[config.mk]
export PLATFORM = sky130hd
export DESIGN_NAME = sfw_watchdog
export DESIGN_NICKNAME = d
export VERILOG_FILES = /design/src/verilog/sfw_pkg.sv /design/src/verilog/sfw_link_if.sv /design/src/verilog/sfw_watchdog.sv /design/src/verilog/sfw_prescaler.sv /design/src/verilog/sfw_reset_pulse.sv
export VERILOG_INCLUDE_DIRS = /design/src /design/src/verilog
export SDC_FILE = /design/constraint.sdc
export NUM_CORES = 1
export LEC_CHECK = 0
export BUFFER_PORTS_ARGS = -buffer_cell sky130_fd_sc_hd__clkbuf_2
export CAP_MARGIN = 10
export CORE_MARGIN = 3
export CORE_UTILIZATION = 57
export CTS_CLUSTER_SIZE = 10
export DETAILED_ROUTE_END_ITERATION = 16
export PLACE_DENSITY = 0.93
export SKIP_CTS_REPAIR_TIMING = 1
export SLEW_MARGIN = 0
export SYNTH_ARGS = -nofsm -noshare
export SYNTH_HDL_FRONTEND = slang
export SYNTH_SLANG_ARGS = --single-unit
[constraint.sdc]
create_clock -name aclk -period 3.4 [get_ports aclk]
set_input_delay 0.68 -clock aclk [delete_from_list [all_inputs] [get_ports aclk]]
set_output_delay 0.68 -clock aclk [all_outputs]
set_load 0.005 [all_outputs]
[src/verilog/sfw_consts.svh]
// constants of the software fault watchdog: offsets, fields, resets, timing
`ifndef SFW_CONSTS_SVH
`define SFW_CONSTS_SVH

`define SFW_ADDR_W 8
`define SFW_OFF_GUARD 8'h00
`define SFW_OFF_MODE 8'h04
`define SFW_OFF_STATUS 8'h08
`define SFW_OFF_BOUNDS 8'h0c

`define SFW_GC_ACT_BIT 7
`define SFW_GC_TOP_BIT 6
`define SFW_GC_RESET 8'h7f
`define SFW_MODE_RESET 3'h0
`define SFW_MODE_OIE_BIT 2

`define SFW_TRIP_FROM 7'h40
`define SFW_TRIP_TO 7'h3f

`define SFW_PRESC_CYCLES 16384
`define SFW_TMIN_OFFSET 8'h80
`define SFW_TMIN_SHIFT 6

`define SFW_CLK_NS 25
`define SFW_PULSE_NS 30000
`define SFW_PULSE_CYC (`SFW_PULSE_NS / `SFW_CLK_NS)
`define SFW_START_SHORT 256
`define SFW_START_LONG 4096

`define SFW_TB0_MSB 6'd4
`define SFW_TB0_LSB 6'd59
`define SFW_TB1_MSB 6'd8
`define SFW_TB1_LSB 6'd53
`define SFW_TB2_MSB 6'd20
`define SFW_TB2_LSB 6'd35
`define SFW_TB3_MSB 6'd49
`define SFW_TB3_LSB 6'd54

`define SFW_RESP_OKAY 2'h0
`define SFW_RESP_SLVERR 2'h2

`endif

[src/verilog/sfw_pkg.sv]
// types of the software fault watchdog
`default_nettype none

package sfw_pkg;

  typedef enum logic [4:0] {
    SFW_ST_RUN = 5'b00001,
    SFW_ST_HALT_ONCE = 5'b00010,
    SFW_ST_HALT_STOP = 5'b00100,
    SFW_ST_ACT_HALT = 5'b01000,
    SFW_ST_RESTART = 5'b10000
  } sfw_state_t;

  typedef logic [1:0] sfw_tb_t;

endpackage : sfw_pkg

`default_nettype wire

[src/verilog/sfw_link_if.sv]
// internal carrier between prescaler, core and reset pulse generator
`timescale 1ns/1ps
`default_nettype none

interface sfw_link_if;
  logic tick;
  logic fire;
  logic busy;

  modport presc (output tick);
  modport core (input tick, output fire, input busy);
  modport pulse (input fire, output busy);
endinterface : sfw_link_if

`default_nettype wire

[src/verilog/sfw_watchdog.sv]
// software fault watchdog core with its register slave
`timescale 1ns/1ps
`default_nettype none
`include "sfw_consts.svh"

module sfw_watchdog #(
  parameter int unsigned PRESC_DIV = `SFW_PRESC_CYCLES,
  parameter int unsigned PULSE_LEN = `SFW_PULSE_CYC
) (
  // clock and reset
  input wire logic aclk,
  input wire logic aresetn,
  // axi4-lite write address and data
  input wire logic awvalid,
  output logic awready,
  input wire logic [`SFW_ADDR_W-1:0] awaddr,
  input wire logic [2:0] awprot,
  input wire logic wvalid,
  output logic wready,
  input wire logic [31:0] wdata,
  input wire logic [3:0] wstrb,
  // axi4-lite write response
  output logic bvalid,
  input wire logic bready,
  output logic [1:0] bresp,
  // axi4-lite read
  input wire logic arvalid,
  output logic arready,
  input wire logic [`SFW_ADDR_W-1:0] araddr,
  input wire logic [2:0] arprot,
  output logic rvalid,
  input wire logic rready,
  output logic [31:0] rdata,
  output logic [1:0] rresp,
  // oscillator and option pins
  input wire logic divided_osc_clock,
  input wire logic hw_watchdog_option,
  input wire logic halt_reset_option,
  input wire logic long_startup_option,
  // cpu events, same clock
  input wire logic cpu_halt,
  input wire logic ext_irq,
  input wire logic osc_irq,
  // reset pin
  output logic reset_pin_n
);
  import sfw_pkg::*;

  // --------------------------------------------------------------
  // helpers
  // --------------------------------------------------------------
  function automatic logic sfw_sel(input logic [`SFW_ADDR_W-1:0] a,
                                   input logic [`SFW_ADDR_W-1:0] off);
    sfw_sel = (a[`SFW_ADDR_W-1:2] == off[`SFW_ADDR_W-1:2]);
  endfunction : sfw_sel

  function automatic logic [5:0] sfw_tb_msb(input sfw_tb_t tb);
    case (tb)
      2'h0: sfw_tb_msb = `SFW_TB0_MSB;
      2'h1: sfw_tb_msb = `SFW_TB1_MSB;
      2'h2: sfw_tb_msb = `SFW_TB2_MSB;
      default: sfw_tb_msb = `SFW_TB3_MSB;
    endcase
  endfunction : sfw_tb_msb

  function automatic logic [5:0] sfw_tb_lsb(input sfw_tb_t tb);
    case (tb)
      2'h0: sfw_tb_lsb = `SFW_TB0_LSB;
      2'h1: sfw_tb_lsb = `SFW_TB1_LSB;
      2'h2: sfw_tb_lsb = `SFW_TB2_LSB;
      default: sfw_tb_lsb = `SFW_TB3_LSB;
    endcase
  endfunction : sfw_tb_lsb

  // --------------------------------------------------------------
  // declarations
  // --------------------------------------------------------------
  sfw_link_if lk ();

  logic awready_q;
  logic wready_q;
  logic bvalid_q;
  logic [1:0] bresp_q;
  logic arready_q;
  logic rvalid_q;
  logic [31:0] rdata_q;
  logic [1:0] rresp_q;
  logic [`SFW_ADDR_W-1:0] awaddr_q;
  logic [7:0] wdata_q;
  logic wlane_q;
  logic [2:0] opt_s1_q;
  logic [2:0] opt_s2_q;
  logic active_q;
  logic [6:0] count_q;
  logic [2:0] mode_q;
  sfw_state_t st_q;
  sfw_state_t st_d;
  logic [12:0] wait_q;
  logic fire_q;
  logic reset_pin_n_q;
  logic do_write;
  logic wr_guard;
  logic wr_mode;
  logic hw_opt;
  logic halt_opt;
  logic long_opt;
  logic active_eff;
  logic step;
  logic wait_done;
  logic [31:0] rd_mux;
  logic rd_ok;
  logic [15:0] tmin0;

  // --------------------------------------------------------------
  // submodules
  // --------------------------------------------------------------
  sfw_prescaler #(.DIV(PRESC_DIV)) u_presc (
    .aclk(aclk),
    .aresetn(aresetn),
    .divided_osc_clock(divided_osc_clock),
    .lk(lk)
  );

  sfw_reset_pulse #(.LEN(PULSE_LEN)) u_pulse (
    .aclk(aclk),
    .aresetn(aresetn),
    .lk(lk)
  );

  // --------------------------------------------------------------
  // option pin sampling
  // --------------------------------------------------------------
  always_ff @(posedge aclk) begin
    if (!aresetn) begin
      opt_s1_q <= 3'h0;
      opt_s2_q <= 3'h0;
    end else begin
      opt_s1_q <= {long_startup_option, halt_reset_option,
                   hw_watchdog_option};
      opt_s2_q <= opt_s1_q;
    end
  end

  assign hw_opt = opt_s2_q[0];
  assign halt_opt = opt_s2_q[1];
  assign long_opt = opt_s2_q[2];
  assign active_eff = active_q | hw_opt;

  // --------------------------------------------------------------
  // axi4-lite write channel
  // --------------------------------------------------------------
  // one write at a time; both readies stay low until the response goes
  assign do_write = !awready_q && !wready_q && !bvalid_q;
  assign wr_guard = do_write && wlane_q && sfw_sel(awaddr_q, `SFW_OFF_GUARD);
  assign wr_mode = do_write && wlane_q && sfw_sel(awaddr_q, `SFW_OFF_MODE);

  always_ff @(posedge aclk) begin
    if (!aresetn) begin
      awready_q <= 1'b1;
      wready_q <= 1'b1;
      bvalid_q <= 1'b0;
      bresp_q <= `SFW_RESP_OKAY;
      awaddr_q <= '0;
      wdata_q <= 8'h00;
      wlane_q <= 1'b0;
    end else begin
      if (awvalid && awready_q) begin
        awready_q <= 1'b0;
        awaddr_q <= awaddr;
      end
      if (wvalid && wready_q) begin
        wready_q <= 1'b0;
        wdata_q <= wdata[7:0];
        wlane_q <= wstrb[0];
      end
      if (do_write) begin
        bvalid_q <= 1'b1;
        bresp_q <= (sfw_sel(awaddr_q, `SFW_OFF_GUARD) ||
                    sfw_sel(awaddr_q, `SFW_OFF_MODE)) ?
                   `SFW_RESP_OKAY : `SFW_RESP_SLVERR;
      end else if (bvalid_q && bready) begin
        bvalid_q <= 1'b0;
        awready_q <= 1'b1;
        wready_q <= 1'b1;
      end
    end
  end

  // --------------------------------------------------------------
  // axi4-lite read channel
  // --------------------------------------------------------------
  assign tmin0 = 16'({8'h00, 2'b00, sfw_tb_lsb(mode_q[1:0])} +
                     {8'h00, `SFW_TMIN_OFFSET}) << `SFW_TMIN_SHIFT;

  always_comb begin
    rd_mux = 32'h0000_0000;
    rd_ok = 1'b1;
    if (sfw_sel(araddr, `SFW_OFF_GUARD)) begin
      rd_mux[7:0] = {active_eff, count_q};
    end else if (sfw_sel(araddr, `SFW_OFF_MODE)) begin
      rd_mux[2:0] = mode_q;
    end else if (sfw_sel(araddr, `SFW_OFF_STATUS)) begin
      rd_mux[8:0] = {lk.busy, long_opt, halt_opt, hw_opt, st_q};
    end else if (sfw_sel(araddr, `SFW_OFF_BOUNDS)) begin
      rd_mux[5:0] = sfw_tb_msb(mode_q[1:0]);
      rd_mux[13:8] = sfw_tb_lsb(mode_q[1:0]);
      rd_mux[31:16] = tmin0;
    end else begin
      rd_ok = 1'b0;
    end
  end

  always_ff @(posedge aclk) begin
    if (!aresetn) begin
      arready_q <= 1'b1;
      rvalid_q <= 1'b0;
      rdata_q <= 32'h0000_0000;
      rresp_q <= `SFW_RESP_OKAY;
    end else if (arvalid && arready_q) begin
      arready_q <= 1'b0;
      rvalid_q <= 1'b1;
      rdata_q <= rd_mux;
      rresp_q <= rd_ok ? `SFW_RESP_OKAY : `SFW_RESP_SLVERR;
    end else if (rvalid_q && rready) begin
      arready_q <= 1'b1;
      rvalid_q <= 1'b0;
    end
  end

  // --------------------------------------------------------------
  // control registers
  // --------------------------------------------------------------
  always_ff @(posedge aclk) begin
    if (!aresetn) begin
      active_q <= 1'b0;
    end else if (wr_guard && wdata_q[`SFW_GC_ACT_BIT]) begin
      active_q <= 1'b1;
    end
  end

  always_ff @(posedge aclk) begin
    if (!aresetn) begin
      mode_q <= `SFW_MODE_RESET;
    end else if (wr_mode) begin
      mode_q <= wdata_q[2:0];
    end
  end

  // --------------------------------------------------------------
  // counter
  // --------------------------------------------------------------
  // no slow or wait term here: those modes leave stepping untouched
  assign step = lk.tick && (st_q == SFW_ST_RUN ||
                            st_q == SFW_ST_HALT_ONCE);

  always_ff @(posedge aclk) begin
    if (!aresetn) begin
      count_q <= 7'(`SFW_GC_RESET);
    end else if (wr_guard) begin
      count_q <= wdata_q[6:0];
    end else if (step) begin
      count_q <= count_q - 1'b1;
    end
  end

  // --------------------------------------------------------------
  // halt handling
  // --------------------------------------------------------------
  assign wait_done = (wait_q == (long_opt ? 13'(`SFW_START_LONG - 1) :
                                            13'(`SFW_START_SHORT - 1)));

  always_comb begin
    st_d = st_q;
    case (st_q)
      SFW_ST_RUN: begin
        if (cpu_halt) begin
          if (mode_q[`SFW_MODE_OIE_BIT]) begin
            st_d = SFW_ST_ACT_HALT;
          end else if (!(halt_opt && active_eff)) begin
            st_d = SFW_ST_HALT_ONCE;
          end
        end
      end
      SFW_ST_HALT_ONCE: begin
        if (ext_irq) begin
          st_d = SFW_ST_RESTART;
        end else if (lk.tick) begin
          st_d = SFW_ST_HALT_STOP;
        end
      end
      SFW_ST_HALT_STOP: begin
        if (ext_irq) begin
          st_d = SFW_ST_RESTART;
        end
      end
      SFW_ST_ACT_HALT: begin
        if (ext_irq || osc_irq) begin
          st_d = SFW_ST_RUN;
        end
      end
      SFW_ST_RESTART: begin
        if (wait_done) begin
          st_d = SFW_ST_RUN;
        end
      end
      default: st_d = SFW_ST_RESTART;
    endcase
  end

  // every reset begins with the startup delay before stepping
  always_ff @(posedge aclk) begin
    if (!aresetn) begin
      st_q <= SFW_ST_RESTART;
    end else begin
      st_q <= st_d;
    end
  end

  always_ff @(posedge aclk) begin
    if (!aresetn) begin
      wait_q <= 13'h0000;
    end else if (st_q != SFW_ST_RESTART) begin
      wait_q <= 13'h0000;
    end else begin
      wait_q <= wait_q + 1'b1;
    end
  end

  // --------------------------------------------------------------
  // trip and reset pin
  // --------------------------------------------------------------
  // halted states never trip on the countdown, which is why a halt without refresh wakes safe
  always_ff @(posedge aclk) begin
    if (!aresetn) begin
      fire_q <= 1'b0;
    end else begin
      fire_q <= (step && st_q == SFW_ST_RUN && active_eff &&
                 count_q == `SFW_TRIP_FROM)
             || (wr_guard && !wdata_q[`SFW_GC_TOP_BIT] &&
                 (active_eff || wdata_q[`SFW_GC_ACT_BIT]))
             || (st_q == SFW_ST_RUN && cpu_halt &&
                 !mode_q[`SFW_MODE_OIE_BIT] && halt_opt &&
                 active_eff);
    end
  end

  assign lk.fire = fire_q;

  always_ff @(posedge aclk) begin
    if (!aresetn) begin
      reset_pin_n_q <= 1'b1;
    end else begin
      reset_pin_n_q <= !lk.busy;
    end
  end

  // --------------------------------------------------------------
  // outputs
  // --------------------------------------------------------------
  assign awready = awready_q;
  assign wready = wready_q;
  assign bvalid = bvalid_q;
  assign bresp = bresp_q;
  assign arready = arready_q;
  assign rvalid = rvalid_q;
  assign rdata = rdata_q;
  assign rresp = rresp_q;
  assign reset_pin_n = reset_pin_n_q;

endmodule : sfw_watchdog

`default_nettype wire

[src/verilog/sfw_prescaler.sv]
// free-running prescaler of the divided oscillator clock
`timescale 1ns/1ps
`default_nettype none
`include "sfw_consts.svh"

module sfw_prescaler #(
  parameter int unsigned DIV = `SFW_PRESC_CYCLES
) (
  // clock and reset
  input wire logic aclk,
  input wire logic aresetn,
  // oscillator pin
  input wire logic divided_osc_clock,
  // decrement tick
  sfw_link_if.presc lk
);

  localparam int W = $clog2(DIV);

  logic osc_s1_q;
  logic osc_s2_q;
  logic osc_s3_q;
  logic [W-1:0] cnt_q;
  logic edge_w;

  // --------------------------------------------------------------
  // pin sampling
  // --------------------------------------------------------------
  always_ff @(posedge aclk) begin
    if (!aresetn) begin
      osc_s1_q <= 1'b0;
      osc_s2_q <= 1'b0;
      osc_s3_q <= 1'b0;
    end else begin
      osc_s1_q <= divided_osc_clock;
      osc_s2_q <= osc_s1_q;
      osc_s3_q <= osc_s2_q;
    end
  end

  assign edge_w = osc_s2_q & ~osc_s3_q;

  // --------------------------------------------------------------
  // divider
  // --------------------------------------------------------------
  // never cleared by register writes, so a refresh lands at any phase
  always_ff @(posedge aclk) begin
    if (!aresetn) begin
      cnt_q <= '0;
      lk.tick <= 1'b0;
    end else begin
      lk.tick <= 1'b0;
      if (edge_w) begin
        cnt_q <= cnt_q + 1'b1;
        lk.tick <= (cnt_q == W'(DIV - 1));
      end
    end
  end

endmodule : sfw_prescaler

`default_nettype wire

[src/verilog/sfw_reset_pulse.sv]
// stretches a watchdog trip into a reset pin pulse
`timescale 1ns/1ps
`default_nettype none
`include "sfw_consts.svh"

module sfw_reset_pulse #(
  parameter int unsigned LEN = `SFW_PULSE_CYC
) (
  // clock and reset
  input wire logic aclk,
  input wire logic aresetn,
  // trip request and pulse state
  sfw_link_if.pulse lk
);

  localparam int W = $clog2(LEN + 1);

  logic [W-1:0] left_q;

  // --------------------------------------------------------------
  // pulse timer
  // --------------------------------------------------------------
  // a trip during a running pulse is absorbed, not restarted
  always_ff @(posedge aclk) begin
    if (!aresetn) begin
      left_q <= '0;
      lk.busy <= 1'b0;
    end else if (!lk.busy && lk.fire) begin
      left_q <= W'(LEN - 1);
      lk.busy <= 1'b1;
    end else if (lk.busy) begin
      left_q <= left_q - 1'b1;
      lk.busy <= (left_q != '0);
    end
  end

endmodule : sfw_reset_pulse

`default_nettype wire

==> metrics <==
run status=finished clean; Worst Setup SP=awaddr_q[4]$_SDFFE_PN0P_; Worst Path Arrival=2.26 ns; number of synthesized register bits=104; layout cell share with drive strength beyond 1=0.170; pre-CTS setup slack=1.24 ns; Skew-Pair Late Insertion Delay=0.37 ns; GR Overflow Total=0; clock tree buffer depth=2; ANT nets after route=0; crit path time final=2.01 ns; Die Y-Extent=95.6 um; setup_tns=0 ns; worst IR drop on VDD=roughly 350 uV; n_diodes=0; total core area=7770 um^2; Area Growth Syn to Fin=10.2%; max-cap violation count=0; clk slew on worst S/H paths=0.10 ns; Tightest Pin Transition=0.736 ns; Tcrit/Tclk final=0.591; DR vias/cell=5.59; Distinct cells, synth=54; DR WL/cell=14.8 um; Root Driver=clkbuf_8; first-pass GRT wire length=~16 mm; clk sinks=104; Ys Warns=0; Crit Path Class=flop to flop; Synth Flop Type=dfxtp_1; area share of the largest cell type after synthesis=0.455; Num CTS Buffers=9; Slew headroom=0.508; RSZ-0062 raised after global routing=false; WL final=between 9 and 10 mm; Synth Area per Inst=8.69 um^2; CP required=~3.7 ns; # rows=32; TritonRoute pass-1 iters=4; Die Width=95.6 um; area post-placement=4830 um^2; hold wc startpoint=opt_s1_q[2]$_SDFF_PN0_; FMAX=slightly below 500 MHz; die footprint=9150 um^2; Final nets=645; initial antenna violation count=0; total of fill cells in the finished design=635; post-detail-place hpwl=6.78 mm; EDFF count, synth=0; Worst Setup End Kind=flop; GRT Util Overall=0.227; Port-buffer cells=63; largest net degree at the start of global routing=42; largest cells by area after synthesis=dfxtp_1, nor2_1, a21oi_1; asr flop ratio synth=0; register area share after synthesis=0.455; initial core utilization=0.590; worst setup margin=approximately 1.4 ns; Hold/Removal Path Class=flop to flop; Final Wtd Congestion=0.899; num ports=114; vias in the first global route=3653; CTS tree=yes; DRC=0; CP max FO=10; Cell Area, Synth=4580 um^2; Finish-stage setup viols=0; LEAKAGE=2.05 nW; pwr dens=472 nW/um^2; detailed router's first-iteration violation count=roughly 230; largest area contributor in the netlist=dfxtp_1; CP startpoint kind=flop; htree depth=3; vias=3768; worst reg2reg path startpoint=awaddr_q[4]$_SDFFE_PN0P_; fin area=roughly 5000 um^2; Pins Over Slew Limit=0; synthesized instance count=527; Fin Clk Skew=0.0123 ns; Fin. Hold Viols=0
## kinds of logic (layout without fill, tap and decap cells)
logic type / after synthesis / count (layout) / synth area share
AND/OR/NAND/NOR: 225 / 225 / 0.248
flip-flops: 104 / 104 / 0.455
AO/OA/AOI/OAI: 82 / 82 / 0.111
buffers and inverters: 59 / 92 / 0.0661
XOR/XNOR: 32 / 32 / 0.0612
multiplexers: 19 / 19 / 0.0448
adder cells (fa/ha/maj): 5 / 5 / 0.0137
other: 1 / 13 / 0.000819
## cell type report
| class | instances | area (um^2) | share of cell area |
|---|---|---|---|
| Timing Repair Buffer | 66 | 338 | 0.0669 |
| Clock buffer | 9 | 124 | 0.0245 |
| Multi-Input combinational cell | 376 | 2240 | 0.444 |
| Sequential cell | 104 | 2080 | 0.413 |
| Tap cell | 102 | 128 | 0.0253 |
| Inverter | 11 | 41.3 | 0.00818 |
| Clock inverter | 6 | 92.6 | 0.0183 |
## registers in the layout (all words and copies together), names as in the netlist, 3 cells and up
name	count
st_q	5
rdata	15
opt_s1_q	3
u_pulse.left_q	11
count_q	7
wait_q	13
mode_q	3
wdata_q	8
u_presc.cnt_q	14
awaddr_q	6
opt_s2_q	3
## through the flow
stage	hold WS [ns]	util	cells	total power [mW]
floorplan	0.412	-	539	1.51
global placement	0.416	0.622	659	1.55
detailed placement	0.426	0.622	659	1.56
CTS	0.449	0.650	674	2.38
global route	0.464	0.650	674	2.47
finish	0.444	0.650	674	2.38
## final timing paths
check,end,slack (ns),cells after the start
max,count_q[6]$_SDFFE_PN1P_,1.39,5
min reg2reg,opt_s2_q[2]$_SDFF_PN0_,0.44,1
max reg2reg,count_q[6]$_SDFFE_PN1P_,1.39,5
min,opt_s2_q[2]$_SDFF_PN0_,0.44,1
## cell usage after synthesis (8+ instances only)
| library cell | n |
|---|---|
| buf_4 | 20 |
| inv_1 | 10 |
| clkbuf_1 | 22 |
| o21ai_0 | 14 |
| a211oi_1 | 8 |
| mux2i_1 | 16 |
| nand4_1 | 8 |
| nor4_1 | 9 |
| and3_1 | 8 |
| nand2_1 | 48 |
| xor2_1 | 14 |
| nor2_1 | 64 |
| nand2b_1 | 8 |
| and2_1 | 11 |
| nor3_1 | 13 |
| a21oi_1 | 38 |
| xnor2_1 | 18 |
| dfxtp_1 | 104 |
| nand3_1 | 29 |
## routing by layer
layer / share of wire / vias up / track usage
li1: - / 1869 / -
met1: 0.42 / 1775 / 0.270
met2: 0.52 / 100 / 0.389
met3: 0.048 / 24 / 0.0671
met4: 0.019 / 0 / 0.0770
met5: 0 / - / 0
## power breakdown
part	total [mW]	internal, mW	leakage (nW)	switching, mW
combinational	0.232	0.0974	1.10	0.134
clock	0.838	0.417	0.108	0.421
sequential	1.31	1.26	0.845	0.0484
total	2.38	1.78	2.05	0.603
## cell usage in the layout (no fill, tap or decap), types with 9 or more instances in the layout
cell	Yosys	layout
nor2_1	64	64
nand3_1	29	29
xor2_1	14	14
a21oi_1	38	38
dfxtp_1	104	104
and2_1	11	11
clkbuf_8	0	9
clkbuf_2	0	63
o21ai_0	14	14
xnor2_1	18	18
conb_1	1	13
mux2i_1	16	16
nand2_1	48	48
nor4_1	9	9
nor3_1	13	13
inv_1	10	10
## critical path, stage by stage (launching register included)
cell,delay [ns]
dfxtp_1,0.32
or4_1,0.51
nor2_1,0.19
and4b_1,0.56
mux2i_1,0.24
nand2_1,0.07
Note: power is estimated with default switching activity, not from simulation.
